[config.mk]
export PLATFORM = sky130hd
export DESIGN_NAME = pvic_ctrl
export DESIGN_NICKNAME = d
export VERILOG_FILES = /design/src/rtl/pvic_pkg.sv /design/src/rtl/pvic_ctrl.sv
export VERILOG_INCLUDE_DIRS = /design/src /design/src/rtl
export SDC_FILE = /design/constraint.sdc
export NUM_CORES = 1
export LEC_CHECK = 0
export ABC_CLOCK_PERIOD_IN_PS = 3130
export CAP_MARGIN = 40
export CELL_PAD_IN_SITES_DETAIL_PLACEMENT = 1
export CELL_PAD_IN_SITES_GLOBAL_PLACEMENT = 2
export CORE_MARGIN = 8
export CORE_UTILIZATION = 30
export CTS_BUF_LIST = sky130_fd_sc_hd__clkbuf_4 sky130_fd_sc_hd__clkbuf_8
export DETAILED_ROUTE_END_ITERATION = 8
export DONT_BUFFER_PORTS = 1
export PLACE_DENSITY_LB_ADDON = 0.1
export SETUP_SLACK_MARGIN = 0.4
export SLEW_MARGIN = 5
export SYNTH_ARGS = -nofsm -noshare
export SYNTH_HDL_FRONTEND = slang
export SYNTH_SLANG_ARGS = --single-unit
export TNS_END_PERCENT = 20
[constraint.sdc]
create_clock -name clock -period 3.13 [get_ports clock]
set_input_delay 0.313 -clock clock [delete_from_list [all_inputs] [get_ports clock]]
set_output_delay 0.313 -clock clock [all_outputs]
set_load 0.01 [all_outputs]
[src/rtl/pvic_defs.svh]
/*
 * constants of the prioritised vectored interrupt controller: register
 * indices, field positions, reset values and cycle counts.
 * assumes it is included by the package and by the bench only.
 */
`ifndef PVIC_DEFS_SVH
`define PVIC_DEFS_SVH

// ==========================================================
// register indices (byte address is four times the index)
`define PVIC_IDX_CLR0      10'h0da
`define PVIC_IDX_CLR1      10'h0db
`define PVIC_IDX_CLR2      10'h0dc
`define PVIC_IDX_MSK3      10'h0de
`define PVIC_IDX_MSK2      10'h0df
`define PVIC_IDX_MSK0      10'h0e0
`define PVIC_IDX_MSK1      10'h0e1
`define PVIC_IDX_STAT      10'h0e4

// ==========================================================
// fields and reset values
`define PVIC_SWPOST_BIT    7
`define PVIC_SRC_VALID     24'h3fffff
`define PVIC_FLAG_RST      24'h000000
`define PVIC_BYTE_RST      8'h00
`define PVIC_USB_IDLE      2'b01
`define PVIC_DATA_RST      32'h00000000
`define PVIC_PRIO_NONE     5'h00
`define PVIC_PRIO_TOP      25
`define PVIC_RSV_LO        22
`define PVIC_RSV_HI        24

// flat source bit of the dedicated event logic
`define PVIC_BIT_GPIO0     4
`define PVIC_BIT_GPIO1     7
`define PVIC_BIT_USBACT    12
`define PVIC_BIT_PS2       19
`define PVIC_BIT_GPIO2     20
`define PVIC_BIT_GPIO3     21

// ==========================================================
// cycle counts
`define PVIC_DISPATCH_CYC  4'hd
`define PVIC_LONG_JUMP_OP_CYC      4'h7
`define PVIC_PS2_LOW_TICKS 3'h6
`define PVIC_CNT_ZERO      4'h0
`define PVIC_CNT_ONE       4'h1

`endif

[src/rtl/pvic_pkg.sv]
/*
 * types of the prioritised vectored interrupt controller.
 * assumes the constants header sits beside it.
 */
`include "pvic_defs.svh"

package pvic_pkg;

    // ==========================================================
    // dispatch sequencer
    typedef enum logic [1:0] {
        PVIC_ST_IDLE = 2'b00,
        PVIC_ST_DISP = 2'b01,
        PVIC_ST_JUMP = 2'b10
    } pvic_state_t;

endpackage : pvic_pkg

[src/rtl/pvic_ctrl.sv]
/*
 * prioritised vectored interrupt controller with apb register slave,
 * source posting, masking, priority encoding and dispatch sequencing.
 * assumes the cpu core and peripheral event pulses run on clock; gpio,
 * usb line, ps/2 pad and 32 khz clock pins are asynchronous.
 */
// The register offsets and register access over APB were chosen for this implementation.
`timescale 1ns/1ps
`default_nettype none

// Notes on behaviour
// - sources ordered by priority 1..25, one highest, fixed source list.
// - vector addresses four bytes apart, 0004h up to 0064h.
// - a source trigger sets its posted flag.
// - posted flag holds until taken or cleared by software.
// - posted source is pending only while its mask bit is set.
// - mask bit never clears nor blocks posting, only gates pending.
// - encoder picks highest pending; taken only while global enable set.
// - request goes active on trigger, unmask, or global enable rising.
// - dispatch waits for the current instruction to finish.
// - dispatch lasts 13 cycles, pushing pc high, pc low, flags.
// - after stacking the flag register clears, blocking interrupts.
// - pc high byte zeroed, low byte loaded with the vector.
// - return restores pc and flags, re-enabling interrupts.
// - after a return, pending requests dispatch before the next instruction.
// - usb activity triggers when lines leave idle: k or se0.
// - ps/2 low triggers after 6 low 32 khz ticks as input.
// - gpio port sources post on edges, not levels.
// - latency is remaining instruction plus 13 plus 7 cycles.
// - reading a clear register returns the posted flags.
// - software post off: write zero clears, write one ignored.
// - software post on: write one posts, write zero ignored.
module pvic_ctrl
    import pvic_pkg::*;
(
    // clock and reset
    input  wire logic        clock,
    input  wire logic        reset_n,
    // apb slave
    input  wire logic        psel,
    input  wire logic        penable,
    input  wire logic        pwrite,
    input  wire logic [11:0] paddr,
    input  wire logic [31:0] pwdata,
    output logic      [31:0] prdata,
    output logic             pready,
    output logic             pslverr,
    // peripheral events and pins
    input  wire logic [23:0] srcEvent,
    input  wire logic [3:0]  gpioPin,
    input  wire logic        usbDp,
    input  wire logic        usbDm,
    input  wire logic        ps2DataPad,
    input  wire logic        ps2PadIsInput,
    input  wire logic        clk32k,
    // cpu core
    input  wire logic        globalIrqEnable,
    input  wire logic        instrDone,
    input  wire logic        returnFromIrqOp,
    output logic             irqRequest,
    output logic             dispatchBusy,
    output logic             pushPcHigh,
    output logic             pushPcLow,
    output logic             pushFlags,
    output logic             clearFlags,
    output logic             loadVector,
    output logic [7:0]       vectorLow,
    output logic             isrEntry
);

    // ==========================================================
    // decode helpers
    function automatic logic [4:0] prioBit(input logic [4:0] p);
        case (p)
            5'h01: prioBit = 5'h00;
            5'h02: prioBit = 5'h01;
            5'h03: prioBit = 5'h02;
            5'h04: prioBit = 5'h03;
            5'h05: prioBit = 5'h04;
            5'h06: prioBit = 5'h07;
            5'h07: prioBit = 5'h05;
            5'h19: prioBit = 5'h06;
            default: prioBit = p;
        endcase
    endfunction : prioBit

    // lowest number wins, so scan down from PVIC_PRIO_TOP (25) to 1 and keep the last hit
    function automatic logic [4:0] pickPrio(input logic [23:0] pend);
        logic [4:0] best;
        best = `PVIC_PRIO_NONE;
        for (int p = `PVIC_PRIO_TOP; p >= 1; p--) begin
            if ((p < `PVIC_RSV_LO || p > `PVIC_RSV_HI) && pend[prioBit(5'(p))]) begin
                best = 5'(p);
            end
        end
        return best;
    endfunction : pickPrio

    function automatic logic isMapped(input logic [9:0] idx);
        case (idx)
            `PVIC_IDX_CLR0, `PVIC_IDX_CLR1, `PVIC_IDX_CLR2, `PVIC_IDX_MSK0,
            `PVIC_IDX_MSK1, `PVIC_IDX_MSK2, `PVIC_IDX_MSK3,
            `PVIC_IDX_STAT: isMapped = 1'b1;
            default: isMapped = 1'b0;
        endcase
    endfunction : isMapped

    // ==========================================================
    // state
    logic [23:0]  posted_r;
    logic [23:0]  posted_nxt;
    logic [23:0]  mask_r;
    logic         swPostEnable_r;
    pvic_state_t  state_r;
    logic [3:0]   cnt_r;
    logic [4:0]   selPrio_r;
    logic         retPending_r;
    logic [3:0]   gpioS1_r;
    logic [3:0]   gpioS2_r;
    logic [3:0]   gpioS3_r;
    logic [1:0]   usbS1_r;
    logic [1:0]   usbS2_r;
    logic         usbBusy_r;
    logic         ps2S1_r;
    logic         ps2S2_r;
    logic [2:0]   slowS_r;
    logic [2:0]   ps2Cnt_r;
    logic [23:0]  hwSet;
    logic [23:0]  swPost;
    logic [23:0]  swClear;
    logic [23:0]  ackClr;
    logic [23:0]  wrBits;
    logic [23:0]  pending;
    logic [4:0]   pickNow;
    logic         usbNonIdle;
    logic         ps2Hit;
    logic         slowTick;
    logic         apbWrite;
    logic         takeNow;
    logic [9:0]   regIdx;

    assign regIdx = paddr[11:2];
    assign apbWrite = psel && penable && pready && pwrite && !pslverr;

    // ==========================================================
    // pin synchronisers and dedicated triggers
    always_ff @(posedge clock) begin
        if (!reset_n) begin
            gpioS1_r <= 4'h0;
            gpioS2_r <= 4'h0;
            gpioS3_r <= 4'h0;
            // start at idle j, or the release of reset would post usb activity
            usbS1_r  <= `PVIC_USB_IDLE;
            usbS2_r  <= `PVIC_USB_IDLE;
            usbBusy_r <= 1'b0;
            ps2S1_r  <= 1'b1;
            ps2S2_r  <= 1'b1;
            slowS_r  <= 3'h0;
        end else begin
            gpioS1_r <= gpioPin;
            gpioS2_r <= gpioS1_r;
            gpioS3_r <= gpioS2_r;
            usbS1_r  <= {usbDp, usbDm};
            usbS2_r  <= usbS1_r;
            usbBusy_r <= usbNonIdle;
            ps2S1_r  <= ps2DataPad;
            ps2S2_r  <= ps2S1_r;
            slowS_r  <= {slowS_r[1:0], clk32k};
        end
    end

    // low speed idle is j: d+ low, d- high; anything else is k or se0
    assign usbNonIdle = (usbS2_r != `PVIC_USB_IDLE);
    // the 32 khz clock is only sampled, so its edges cost no second domain
    assign slowTick = slowS_r[1] && !slowS_r[2];

    always_ff @(posedge clock) begin
        if (!reset_n) begin
            ps2Cnt_r <= 3'h0;
        end else if (ps2S2_r || !ps2PadIsInput) begin
            ps2Cnt_r <= 3'h0;
        end else if (slowTick && ps2Cnt_r != `PVIC_PS2_LOW_TICKS) begin
            ps2Cnt_r <= ps2Cnt_r + 3'h1;
        end
    end

    // posts once per low spell, on the tick that reaches the count
    assign ps2Hit = slowTick && !ps2S2_r && ps2PadIsInput
                    && (ps2Cnt_r == `PVIC_PS2_LOW_TICKS - 3'h1);

    always_comb begin
        hwSet = srcEvent;
        hwSet[`PVIC_BIT_GPIO0]  = srcEvent[`PVIC_BIT_GPIO0] | (gpioS2_r[0] ^ gpioS3_r[0]);
        hwSet[`PVIC_BIT_GPIO1]  = srcEvent[`PVIC_BIT_GPIO1] | (gpioS2_r[1] ^ gpioS3_r[1]);
        hwSet[`PVIC_BIT_GPIO2]  = srcEvent[`PVIC_BIT_GPIO2] | (gpioS2_r[2] ^ gpioS3_r[2]);
        hwSet[`PVIC_BIT_GPIO3]  = srcEvent[`PVIC_BIT_GPIO3] | (gpioS2_r[3] ^ gpioS3_r[3]);
        hwSet[`PVIC_BIT_USBACT] = srcEvent[`PVIC_BIT_USBACT] | (usbNonIdle && !usbBusy_r);
        hwSet[`PVIC_BIT_PS2]    = srcEvent[`PVIC_BIT_PS2] | ps2Hit;
        hwSet = hwSet & `PVIC_SRC_VALID;
    end

    // ==========================================================
    // posted flags
    always_comb begin
        wrBits = `PVIC_FLAG_RST;
        case (regIdx)
            `PVIC_IDX_CLR0: wrBits = {16'h0, pwdata[7:0]};
            `PVIC_IDX_CLR1: wrBits = {8'h0, pwdata[7:0], 8'h0};
            `PVIC_IDX_CLR2: wrBits = {pwdata[7:0], 16'h0};
            default: wrBits = `PVIC_FLAG_RST;
        endcase
    end

    always_comb begin
        swPost  = `PVIC_FLAG_RST;
        swClear = `PVIC_FLAG_RST;
        if (apbWrite && (regIdx == `PVIC_IDX_CLR0 || regIdx == `PVIC_IDX_CLR1
                         || regIdx == `PVIC_IDX_CLR2)) begin
            if (swPostEnable_r) begin
                swPost = wrBits & `PVIC_SRC_VALID;
            end else begin
                swClear = ~wrBits & `PVIC_SRC_VALID;
                case (regIdx)
                    `PVIC_IDX_CLR0: swClear[23:8] = 16'h0;
                    `PVIC_IDX_CLR1: swClear = {8'h0, swClear[15:8], 8'h0};
                    default: swClear[15:0] = 16'h0;
                endcase
            end
        end
    end

    // set wins over either clear, so an event in the clearing cycle stays
    assign ackClr = takeNow ? (24'h1 << prioBit(pickNow)) : `PVIC_FLAG_RST;
    assign posted_nxt = ((posted_r & ~swClear & ~ackClr) | hwSet | swPost)
                        & `PVIC_SRC_VALID;

    always_ff @(posedge clock) begin
        if (!reset_n) begin
            posted_r <= `PVIC_FLAG_RST;
        end else begin
            posted_r <= posted_nxt;
        end
    end

    assign pending = posted_r & mask_r;
    assign pickNow = pickPrio(pending);

    // ==========================================================
    // mask and control registers
    always_ff @(posedge clock) begin
        if (!reset_n) begin
            mask_r         <= `PVIC_FLAG_RST;
            swPostEnable_r <= 1'b0;
        end else if (apbWrite) begin
            case (regIdx)
                `PVIC_IDX_MSK0: mask_r[7:0]   <= pwdata[7:0];
                `PVIC_IDX_MSK1: mask_r[15:8]  <= pwdata[7:0];
                `PVIC_IDX_MSK2: mask_r[23:16] <= pwdata[7:0] & 8'h3f;
                `PVIC_IDX_MSK3: swPostEnable_r <= pwdata[`PVIC_SWPOST_BIT];
                default: mask_r <= mask_r;
            endcase
        end
    end

    // ==========================================================
    // apb slave: zero wait states, pready in the first access cycle
    always_ff @(posedge clock) begin
        if (!reset_n) begin
            pready  <= 1'b0;
            pslverr <= 1'b0;
            prdata  <= `PVIC_DATA_RST;
        end else if (psel && !penable && !pready) begin
            pready  <= 1'b1;
            pslverr <= !isMapped(regIdx);
            case (regIdx)
                `PVIC_IDX_CLR0: prdata <= {24'h0, posted_r[7:0]};
                `PVIC_IDX_CLR1: prdata <= {24'h0, posted_r[15:8]};
                `PVIC_IDX_CLR2: prdata <= {24'h0, posted_r[23:16]};
                `PVIC_IDX_MSK0: prdata <= {24'h0, mask_r[7:0]};
                `PVIC_IDX_MSK1: prdata <= {24'h0, mask_r[15:8]};
                `PVIC_IDX_MSK2: prdata <= {24'h0, mask_r[23:16]};
                `PVIC_IDX_MSK3: prdata <= {24'h0, swPostEnable_r, 7'h0};
                `PVIC_IDX_STAT: prdata <= {16'h0, state_r, 1'b0, selPrio_r, 3'h0, pickNow};
                default: prdata <= `PVIC_DATA_RST;
            endcase
        end else begin
            pready  <= 1'b0;
            pslverr <= 1'b0;
            prdata  <= `PVIC_DATA_RST;
        end
    end

    // ==========================================================
    // dispatch sequencer
    // a return lets a pending request in without waiting for an instruction
    assign takeNow = (state_r == PVIC_ST_IDLE) && globalIrqEnable
                     && (pickNow != `PVIC_PRIO_NONE)
                     && (instrDone || retPending_r);

    always_ff @(posedge clock) begin
        if (!reset_n) begin
            retPending_r <= 1'b0;
        end else if (takeNow || instrDone) begin
            retPending_r <= 1'b0;
        end else if (returnFromIrqOp) begin
            retPending_r <= 1'b1;
        end
    end

    always_ff @(posedge clock) begin
        if (!reset_n) begin
            state_r   <= PVIC_ST_IDLE;
            cnt_r     <= `PVIC_CNT_ZERO;
            selPrio_r <= `PVIC_PRIO_NONE;
        end else begin
            case (state_r)
                PVIC_ST_IDLE: begin
                    cnt_r <= `PVIC_CNT_ZERO;
                    if (takeNow) begin
                        state_r   <= PVIC_ST_DISP;
                        selPrio_r <= pickNow;
                    end
                end
                PVIC_ST_DISP: begin
                    if (cnt_r == `PVIC_DISPATCH_CYC - `PVIC_CNT_ONE) begin
                        state_r <= PVIC_ST_JUMP;
                        cnt_r   <= `PVIC_CNT_ZERO;
                    end else begin
                        cnt_r <= cnt_r + `PVIC_CNT_ONE;
                    end
                end
                PVIC_ST_JUMP: begin
                    if (cnt_r == `PVIC_LONG_JUMP_OP_CYC - `PVIC_CNT_ONE) begin
                        state_r <= PVIC_ST_IDLE;
                        cnt_r   <= `PVIC_CNT_ZERO;
                    end else begin
                        cnt_r <= cnt_r + `PVIC_CNT_ONE;
                    end
                end
                default: begin
                    state_r <= PVIC_ST_IDLE;
                    cnt_r   <= `PVIC_CNT_ZERO;
                end
            endcase
        end
    end

    // strobes trail the sequencer count by one cycle so they leave flops
    always_ff @(posedge clock) begin
        if (!reset_n) begin
            pushPcHigh   <= 1'b0;
            pushPcLow    <= 1'b0;
            pushFlags    <= 1'b0;
            clearFlags   <= 1'b0;
            loadVector   <= 1'b0;
            isrEntry     <= 1'b0;
            dispatchBusy <= 1'b0;
            irqRequest   <= 1'b0;
            vectorLow    <= `PVIC_BYTE_RST;
        end else begin
            pushPcHigh   <= (state_r == PVIC_ST_DISP) && (cnt_r == 4'h0);
            pushPcLow    <= (state_r == PVIC_ST_DISP) && (cnt_r == 4'h1);
            pushFlags    <= (state_r == PVIC_ST_DISP) && (cnt_r == 4'h2);
            clearFlags   <= (state_r == PVIC_ST_DISP) && (cnt_r == 4'h3);
            loadVector   <= (state_r == PVIC_ST_DISP) && (cnt_r == 4'h4);
            isrEntry     <= (state_r == PVIC_ST_JUMP)
                            && (cnt_r == `PVIC_LONG_JUMP_OP_CYC - `PVIC_CNT_ONE);
            dispatchBusy <= (state_r != PVIC_ST_IDLE);
            irqRequest   <= globalIrqEnable && (pickNow != `PVIC_PRIO_NONE);
            vectorLow    <= {1'b0, selPrio_r, 2'b00};
        end
    end

    logic inDisp;
    logic inJump;
    assign inDisp = (state_r == PVIC_ST_DISP);
    assign inJump = (state_r == PVIC_ST_JUMP);
endmodule : pvic_ctrl

`default_nettype wire

== Word level (Yosys, flattened, before mapping) ==
Index checks and enable logic that the tools add are counted.

* Add/subtract/negate cells: 2
* Eq/ne operators: 30
* Shift operators: 1
* Multiplexer cells: 44
* Bitwise gates (word level): 19
* Reduce and logical (&&, ||, !) cells: 51

{| class="wikitable"
|+ Operator list
! operator !! number
|-
| 16-bit case mux with 8 select lines || 1
|-
| 22-bit 2-to-1 mux || 5
|-
| 5-bit 2-to-1 mux || 22
|-
| 10-bit by 8-bit equality test with 1-bit output (second input constant) || 8
|-
| 22-bit AND || 3
|-
| 22-bit NOT || 3
|-
| 22-bit case mux with 3 select lines || 1
|-
| 22-bit bitwise OR || 2
|-
| 5-bit case mux with 8 select lines || 1
|-
| 1-bit logical AND || 23
|-
| 1-bit by 5-bit << shifter with 22-bit output (first input constant) || 1
|-
| 5-bit by 3-bit equality test with 1-bit output (second input constant) || 4
|-
| 8-bit 2-to-1 mux || 2
|-
| 2-bit AND reduction || 6
|-
| 5-bit by 2-bit equality test with 1-bit output (second input constant) || 2
|-
| 4-bit by 2-bit equality test with 1-bit output (second input constant) || 2
|-
| 4-bit by 3-bit equality test with 1-bit output (second input constant) || 2
|-
| 1-bit zero test || 8
|-
| 4-bit 2-to-1 mux || 2
|-
| 4-bit case mux with 2 select lines || 1
|-
| 8-bit OR reduction || 1
|-
| 2-bit 2-to-1 mux || 3
|-
| 6-bit 2-to-1 mux || 1
|-
| 2-bit by 1-bit != test with 1-bit output (second input constant) || 3
|-
| 23 further kinds || 40
|}

* Flip-flop bits (word level): 132
* Logic and storage cells: 179

== Depth between registers and ports, before layout ==
Gate-level depths: netlist of the first run.

* Depth in word-level cells: 31
* Depth in mapped cells: 10
* Gate-level depth less buffers: 8

== Least setup slack after synthesis of the first run ==
No wires, ideal clock.

* Path type: register to register
* From: register posted_r[17]
* To: register posted_r[20]
* Library setup time: 0.125 ns
* Arrival: 2.437 ns
* Required time: 3.005 ns
* Path slack: 0.568 ns
* Stages on the path, launching flop included: 9
* Buffers on the path: 0
* Clock period less this slack: 2.562 ns
* Cell sequence: dfxtp_1 a22o_1 or4b_4 or4_4 nand2_2 nor3b_2 a311o_2 o41ai_2 a21oi_1

* Longest elaborated chain between the ends: 26
* Elaborated cells between the ends (all ways): 36

{| class="wikitable"
|+ Ends and longest elaborated chain
! item !! RTL line !! RTL
|-
| from (decl) || pvic_ctrl.sv:110 || <nowiki>logic [23:0] posted_r;</nowiki>
|-
| from (signal assigned) || pvic_ctrl.sv:239 || <nowiki>posted_r <= `PVIC_FLAG_RST;</nowiki>
|-
| from (signal assigned) || pvic_ctrl.sv:241 || <nowiki>posted_r <= posted_nxt;</nowiki>
|-
| 22-bit AND * || pvic_ctrl.sv:245 || <nowiki>assign pending = posted_r & mask_r;</nowiki>
|-
| 5-bit 2-to-1 mux * (17 in series) || pvic_ctrl.sv:92 || <nowiki>if ((p < `PVIC_RSV_LO || p > `PVIC_RSV_HI) && pend[prioBit(5'(p))]) begin</nowiki>
|-
| 5-bit equality test, or another cell as far along || pvic_ctrl.sv:74 || <nowiki>case (p)</nowiki>
|-
| 5-bit case mux with 8 select lines / 1-bit logical AND (equally long branches) || pvic_ctrl.sv:74, pvic_ctrl.sv:296 ||
|-
| 1-bit by 5-bit << shifter with 22-bit output / 1-bit logical AND (equally long branches) || pvic_ctrl.sv:233, pvic_ctrl.sv:296 ||
|-
| 22-bit 2-to-1 mux (no source line) * || -- ||
|-
| 22-bit NOT * || pvic_ctrl.sv:234 || <nowiki>assign posted_nxt = ((posted_r & ~swClear & ~ackClr) | hwSet | swPost)</nowiki>
|-
| 22-bit AND * || pvic_ctrl.sv:234 ||
|-
| 22-bit bitwise OR * (2 in series) || pvic_ctrl.sv:234 ||
|}

Mark *: on every way between the ends. The rest lies on a longest branch, timed or not.
A chain may end at the register's enable or synchronous reset.

== Worst setup path after layout of the first run ==
* From: register posted_r[18]
* To: register posted_r[18]

* Longest elaborated chain between the ends: 27
* Elaborated cells between the ends (all ways): 38

{| class="wikitable"
|+ Ends and longest elaborated chain
! item !! RTL line
|-
| 22-bit AND || pvic_ctrl.sv:245
|-
| 5-bit 2-to-1 mux (18 in series) || pvic_ctrl.sv:92
|-
| 5-bit equality test, or another cell as far along || pvic_ctrl.sv:74
|-
| 5-bit case mux with 8 select lines / 1-bit logical AND (equally long branches) || pvic_ctrl.sv:74, pvic_ctrl.sv:296
|-
| 1-bit by 5-bit << shifter with 22-bit output / 1-bit logical AND (equally long branches) || pvic_ctrl.sv:233, pvic_ctrl.sv:296
|-
| 22-bit 2-to-1 mux (no source line) || --
|-
| 22-bit NOT || pvic_ctrl.sv:234
|-
| 22-bit AND * || pvic_ctrl.sv:234
|-
| 22-bit bitwise OR * (2 in series) || pvic_ctrl.sv:234
|}

Marked as above.

==> metrics.yaml, run 1 <==
global_route:
  grt_first_pass_wirelength_um: 30800
  grt_max_degree: 50
  grt_pass1_vias: 5006
  grt-ovfl-total: 0
  antenna_found_initial: 0
  grtUsageTotal_pct: 18.1
worst_setup_path:
  crit_buf_inv: 1
  critPathSlowestCell: "or4_4"
  cp-end-kind: "flop"
  required_ns: 3.41
  timing.rr.start: "posted_r[18]$_SDFF_PN0_"
  crit_chain: "a22o_1, or4b_4, or4_4, nand2_2, nor3b_2, a311o_2, nor2_2, buf_6, a31oi_1"
  rrSetupSlack_ns: 0.34
  crit_family: "simple AND/OR/NAND/NOR gates"
  worst-path-stages: 9
  endpoint: "posted_r[18]$_SDFF_PN0_"
  rr_endpoint: "posted_r[18]$_SDFF_PN0_"
  reg2reg_depth: 9
  critPathLaunch: "posted_r[18]$_SDFF_PN0_"
  critPathMaxFanout: 7
  slowest_delay_ns: 0.56
  worst_ep_arrival_time_ns: 3.07
  critPathLaunchType: "flop"
  crit_type: "reg -> reg"
sta:
  fmax_mhz: 358
  whs_ns: 0.0159
  drv_slew: 0
  rsz0062_at_grt: "true"
  fin_tns_setup_ns: 0
  clock_skew_ns: 0.0194
  timing.final.crit_share_pct: 89.3
  relSlewSlack_pct: 51.8
  setup_viol: 0
  worstMarginPinSlew_ns: 0.720
  finalCriticalPeriod_ns: 2.79
  hold_violations: 0
floorplanning:
  core-area_mm2: 0.0179
  num_rows: 49
  die_area_mm2: 0.0227
  io_pins: 135
  initial_utilization_pct: 30.4
  die_x_um: 151
  die_h_um: 151
logic_synthesis:
  synth_cells: 638
  syn-cell-area_mm2: 0.00545
  avgSynthCellArea_um2: 8.54
  yosys_register_bits: 112
  async_flop_share_pct: 0
  synthFlopType: "dfxtp_1"
  yosysWarningCount: 0
  synth-edff-count: 0
  synth_seq_area_share_pct: 41.1
  ys_types: 65
power_and_ir_drop:
  power_density_mw_per_mm2: 420
  p_leak_nw: 2.29
  vdd_ir_drop_max_mv: 0.191
routing:
  vias: 4966
  drtIter0Drc: 363
  via_per_inst: 5.51
  routedWlPerCell_um: 22.8
  drtAntennaViolNets: 0
  wl_um: 20600
  firstDrtPassIters: 5
  drc: 0
clock_tree:
  cts_buffers: 9
  htree_num_levels: 3
  cts_tree: "yes"
  cts.sinks: 112
  clk-insertion-delay-late_ns: 0.41
  root_buffer: "clkbuf_8"
  cts_buffer_depth: 2
  clk_pin_slew_ns: 0.12
finish:
  final_cell_mix: "dfxtp_1 (105), nor2_1 (82), a21oi_1 (57)"
  drive_gt1_share_pct: 14.6
  num-nets-final: 764
  mostFrequentLayoutCell: "dfxtp_1"
  syn2layout_area_growth_pct: 13.9
  num_antenna_cells: 0
  finalInstanceArea_mm2: 0.00621
place:
  place.gp.congestion: 0.866
  port_buffers: 0
  post-dp-hpwl_um: 15500
  place_area_mm2: 0.00574
run:
  drv_cap: 0
worst_hold_path:
  min_path_type: "in -> reg"
run_status:
  outcome: "completed"
per-layer routing:
layer	GRT usage, %	share of wire, %
met3	4.84	6.3
met5	0	0
met2	28.6	46
met4	6.28	2.2
met1	23.4	46
logic make-up after synthesis:
group                      Yosys count  synth area share, %
buffers and inverters               59                 5.92
and+or+nand+nor                    240                 22.0
adders and majority gates           11                 2.53
muxes                               22                 4.04
AOI/OAI and AO/OA                  185                 23.0
xor gates and xnor gates             8                 1.29
other                                1               0.0688
DFF                                112                 41.1
worst register-to-register path, stage by stage, from the launching register on:
cell and delay, ns:
dfxtp_2 0.39, a22o_1 0.22, or4b_4 0.54, or4_4 0.56, nand2_2 0.08, nor3b_2 0.05
a311o_2 0.46, nor2_2 0.15, buf_6 0.14, a31oi_1 0.08
cell usage after synthesis (11+ instances only):
| cell | n | area share [%] |
|---|---|---|
| buf_4 | 20 | 2.8 |
| and2_1 | 34 | 3.9 |
| o21ai_0 | 22 | 2.0 |
| mux2i_1 | 22 | 4.0 |
| clkbuf_1 | 24 | 1.7 |
| nor2_1 | 85 | 5.9 |
| ha_1 | 11 | 2.5 |
| a211oi_1 | 19 | 2.6 |
| inv_1 | 11 | 0.76 |
| nand3_1 | 16 | 1.5 |
| nand2_1 | 50 | 3.4 |
| a221oi_1 | 11 | 1.8 |
| a22oi_1 | 16 | 2.2 |
| a31oi_1 | 21 | 2.4 |
| dfxtp_1 | 112 | 41 |
| a21oi_1 | 57 | 5.2 |
through the flow:
| step | util, % | power, mW | setup WS, ns | std cells |
|---|---|---|---|---|
| 5_1_grt | 34.7 | 2.72 | 0.277 | 902 |
| 4_1_cts | 34.1 | 2.64 | 0.342 | 895 |
| 3_3_place_gp | 32.1 | 1.67 | 0.177 | 866 |
| 2_1_floorplan | - | 1.65 | 0.568 | 657 |
| 6_report | 34.7 | 2.61 | 0.336 | 902 |
| 3_5_place_dp | 32.1 | 1.67 | 0.183 | 866 |
flip-flops by register name (all words and copies together), names as in the netlist, 3 cells and up:
| name | count |
|---|---|
| selPrio_r | 5 |
| slowS_r | 3 |
| gpioS2_r | 4 |
| mask_r | 22 |
| posted_r | 22 |
| ps2Cnt_r | 3 |
| cnt_r | 4 |
| gpioS1_r | 4 |
| gpioS3_r | 4 |
| prdata | 15 |
| vectorLow | 5 |
worst min-delay path by stage:
| stage | from | cells after the start | endpoint |
|---|---|---|---|
| after detailed placement | ps2S1_r$_SDFF_PN1_ | 1 | ps2S2_r$_SDFF_PN1_ |
| after global routing | paddr[2] | 1 | prdata[6]$_SDFF_PN0_ |
| after global placement | ps2S1_r$_SDFF_PN1_ | 1 | ps2S2_r$_SDFF_PN1_ |
| final | paddr[2] | 1 | prdata[6]$_SDFF_PN0_ |
| after CTS | ps2DataPad | 1 | ps2S1_r$_SDFF_PN1_ |
| after floorplan | ps2S1_r$_SDFF_PN1_ | 1 | ps2S2_r$_SDFF_PN1_ |
layout make-up:
cell class | instances | area (um^2)
Clock inverter | 6 | 78.8
Multi-Input combinational cell | 486 | 3030
Inverter | 11 | 41.3
Clock buffer | 10 | 131
Timing Repair Buffer | 48 | 377
Fill cell | 2125 | 11700
Sequential cell | 112 | 2260
Tap cell | 229 | 287
report_power, final:
part	switching [mW]	internal, mW
registers	0.0374	1.46
logic	0.0891	0.0669
clock network	0.559	0.400
timing repair:
action                                 in CTS  in global routing
pin swaps                                  10                  4
endpoints found under the hold margin       7                  0
setup endpoints to repair                  17                 24
hold buffers                                5                  0
gates resized for setup                    14                 15
setup buffers                               8                  7
cloned                                      0                  0
(Power assumes the default switching activity.)
==> run 2: changes to the inputs <==
Settings changed: RECOVER_POWER set to 50.
==> metrics.yaml, run 2 (synthesized netlist as in run 1, its figures left out) <==
place:
  place.gp.congestion: 0.866
  port_buffers: 0
  dp.cells: 866
  post-dp-hpwl_um: 15500
sta:
  drv_slew: 0
  worstMarginPinSlew_ns: 0.742
  rsz0062_at_grt: "true"
  timing.final.crit_share_pct: 89.3
  whs_ns: 0.0197
  hold_violations: 0
  relSlewSlack_pct: 50.3
  fmax_mhz: 358
  setup_viol: 0
  finalCriticalPeriod_ns: 2.80
  clock_skew_ns: 0.0185
  fin_tns_setup_ns: 0
power_and_ir_drop:
  p_sw_share_pct: 26.3
  p_leak_nw: 2.27
  p_int_mw: 1.92
  p_sw_mw: 0.685
  p_seq_share_pct: 57.2
  p_clk_share_pct: 36.8
  power_density_mw_per_mm2: 420
  pwr-share-comb_pct: 6.0
  vdd_ir_drop_max_mv: 0.192
finish:
  mostFrequentLayoutCell: "dfxtp_1"
  num-nets-final: 764
  syn2layout_area_growth_pct: 13.9
  finalCoreUtilization_pct: 34.7
  top_regs: "mask_r x22, posted_r x22, prdata x15"
  layout.cells.non_filler: 902
  drive_gt1_share_pct: 14.4
  num_antenna_cells: 0
  final_cell_mix: "dfxtp_1 (105), nor2_1 (82), a21oi_1 (57)"
floorplanning:
  num_rows: 49
  initial_utilization_pct: 30.4
  die_area_mm2: 0.0227
  die_x_um: 151
  die_h_um: 151
  io_pins: 135
  core-area_mm2: 0.0179
worst_hold_path:
  worstHoldEndpoint: "ps2S1_r$_SDFF_PN1_"
  min_path_cells: 1
  min_path_type: "in -> reg"
  hp-start: "ps2DataPad"
routing:
  wl_um: 20600
  drc: 0
  via_per_inst: 5.52
  firstDrtPassIters: 5
  routedWlPerCell_um: 22.9
  drtAntennaViolNets: 0
  vias: 4980
  drtIter0Drc: 359
worst_setup_path:
  timing.rr.start: "posted_r[18]$_SDFF_PN0_"
  slowest_delay_ns: 0.56
  critPathMaxFanout: 7
  worst_ep_arrival_time_ns: 3.07
  required_ns: 3.40
  crit_family: "simple AND/OR/NAND/NOR gates"
  rr_endpoint: "posted_r[18]$_SDFF_PN0_"
  reg2reg_depth: 9
  crit_chain: "a22o_1, or4b_4, or4_4, nand2_2, nor3b_2, a311o_2, nor2_2, buf_6, a31oi_1"
  critPathLaunchType: "flop"
  critPathSlowestCell: "or4_4"
  crit_type: "reg -> reg"
  rrSetupSlack_ns: 0.33
  crit_buf_inv: 1
  cp-end-kind: "flop"
global_route:
  grt_first_pass_wirelength_um: 30800
  antenna_found_initial: 0
  grt_max_degree: 50
  grt-ovfl-total: 0
  grtUsageTotal_pct: 18.1
  grt_pass1_vias: 5006
clock_tree:
  cts_buffer_depth: 2
  root_buffer: "clkbuf_8"
  htree_num_levels: 3
  cts_tree: "yes"
  cts.sinks: 112
  cts_buffers: 9
  clk-insertion-delay-late_ns: 0.41
  clk_pin_slew_ns: 0.11
run:
  drv_cap: 0
run_status:
  outcome: "completed"
-- run 2: power by group through the flow --
stage / clock network [mW] / logic, mW / registers (mW)
5_1_grt: 1.05 / 0.173 / 1.50
6_report: 0.959 / 0.156 / 1.49
2_1_floorplan: 0 / 0.134 / 1.52
3_3_place_gp: 0 / 0.141 / 1.53
3_5_place_dp: 0 / 0.144 / 1.53
4_1_cts: 0.992 / 0.154 / 1.49
-- run 2: worst max-delay path by stage --
stage | startpoint | to | depth (start not counted)
6_report | posted_r[18]$_SDFF_PN0_ | posted_r[18]$_SDFF_PN0_ | 9
5_1_grt | posted_r[18]$_SDFF_PN0_ | posted_r[14]$_SDFF_PN0_ | 9
4_1_cts | mask_r[19]$_SDFFE_PN0P_ | posted_r[18]$_SDFF_PN0_ | 9
3_5_place_dp | mask_r[1]$_SDFFE_PN0P_ | posted_r[20]$_SDFF_PN0_ | 9
3_3_place_gp | mask_r[1]$_SDFFE_PN0P_ | posted_r[20]$_SDFF_PN0_ | 9
2_1_floorplan | posted_r[17]$_SDFF_PN0_ | posted_r[20]$_SDFF_PN0_ | 8
-- run 2: routing by layer --
layer | track usage [%] | part of all wire, %
met1 | 23.4 | 45
met2 | 28.6 | 46
met3 | 4.84 | 6.5
met4 | 6.28 | 2.1
met5 | 0 | 0
-- run 2: layout make-up --
cell class                      count  area, um^2
Tap cell                          229         287
Clock inverter                      6        78.8
Timing Repair Buffer               48         373
Multi-Input combinational cell    486        3030
Clock buffer                       10         131
Fill cell                        2125       11700
Inverter                           11        41.3
Sequential cell                   112        2260
-- run 2: metrics by stage --
step                instance area (um^2)  power (mW)  setup WS [ns]
CTS                                 6100        2.64          0.342
global route                        6210        2.72          0.277
global placement                    5740        1.67          0.177
finish                              6210        2.61          0.335
detailed placement                  5740        1.67          0.183
floorplan                           5520        1.65          0.568
-- run 2: repair_timing --
action,CTS,global route
endpoints found under the setup margin,17,24
cloned,0,0
hold buffers,5,0
setup buffers,8,7
pin swaps,10,4
hold endpoints to repair,7,0
gates resized for setup,14,15
-- run 2: worst reg2reg max path, stage by stage (launching register included) --
cell and delay [ns]:
dfxtp_2 0.39, a22o_1 0.22, or4b_4 0.54, or4_4 0.56, nand2_2 0.08, nor3b_2 0.06, a311o_2 0.46, nor2_2 0.15
buf_6 0.14, a31oi_1 0.08
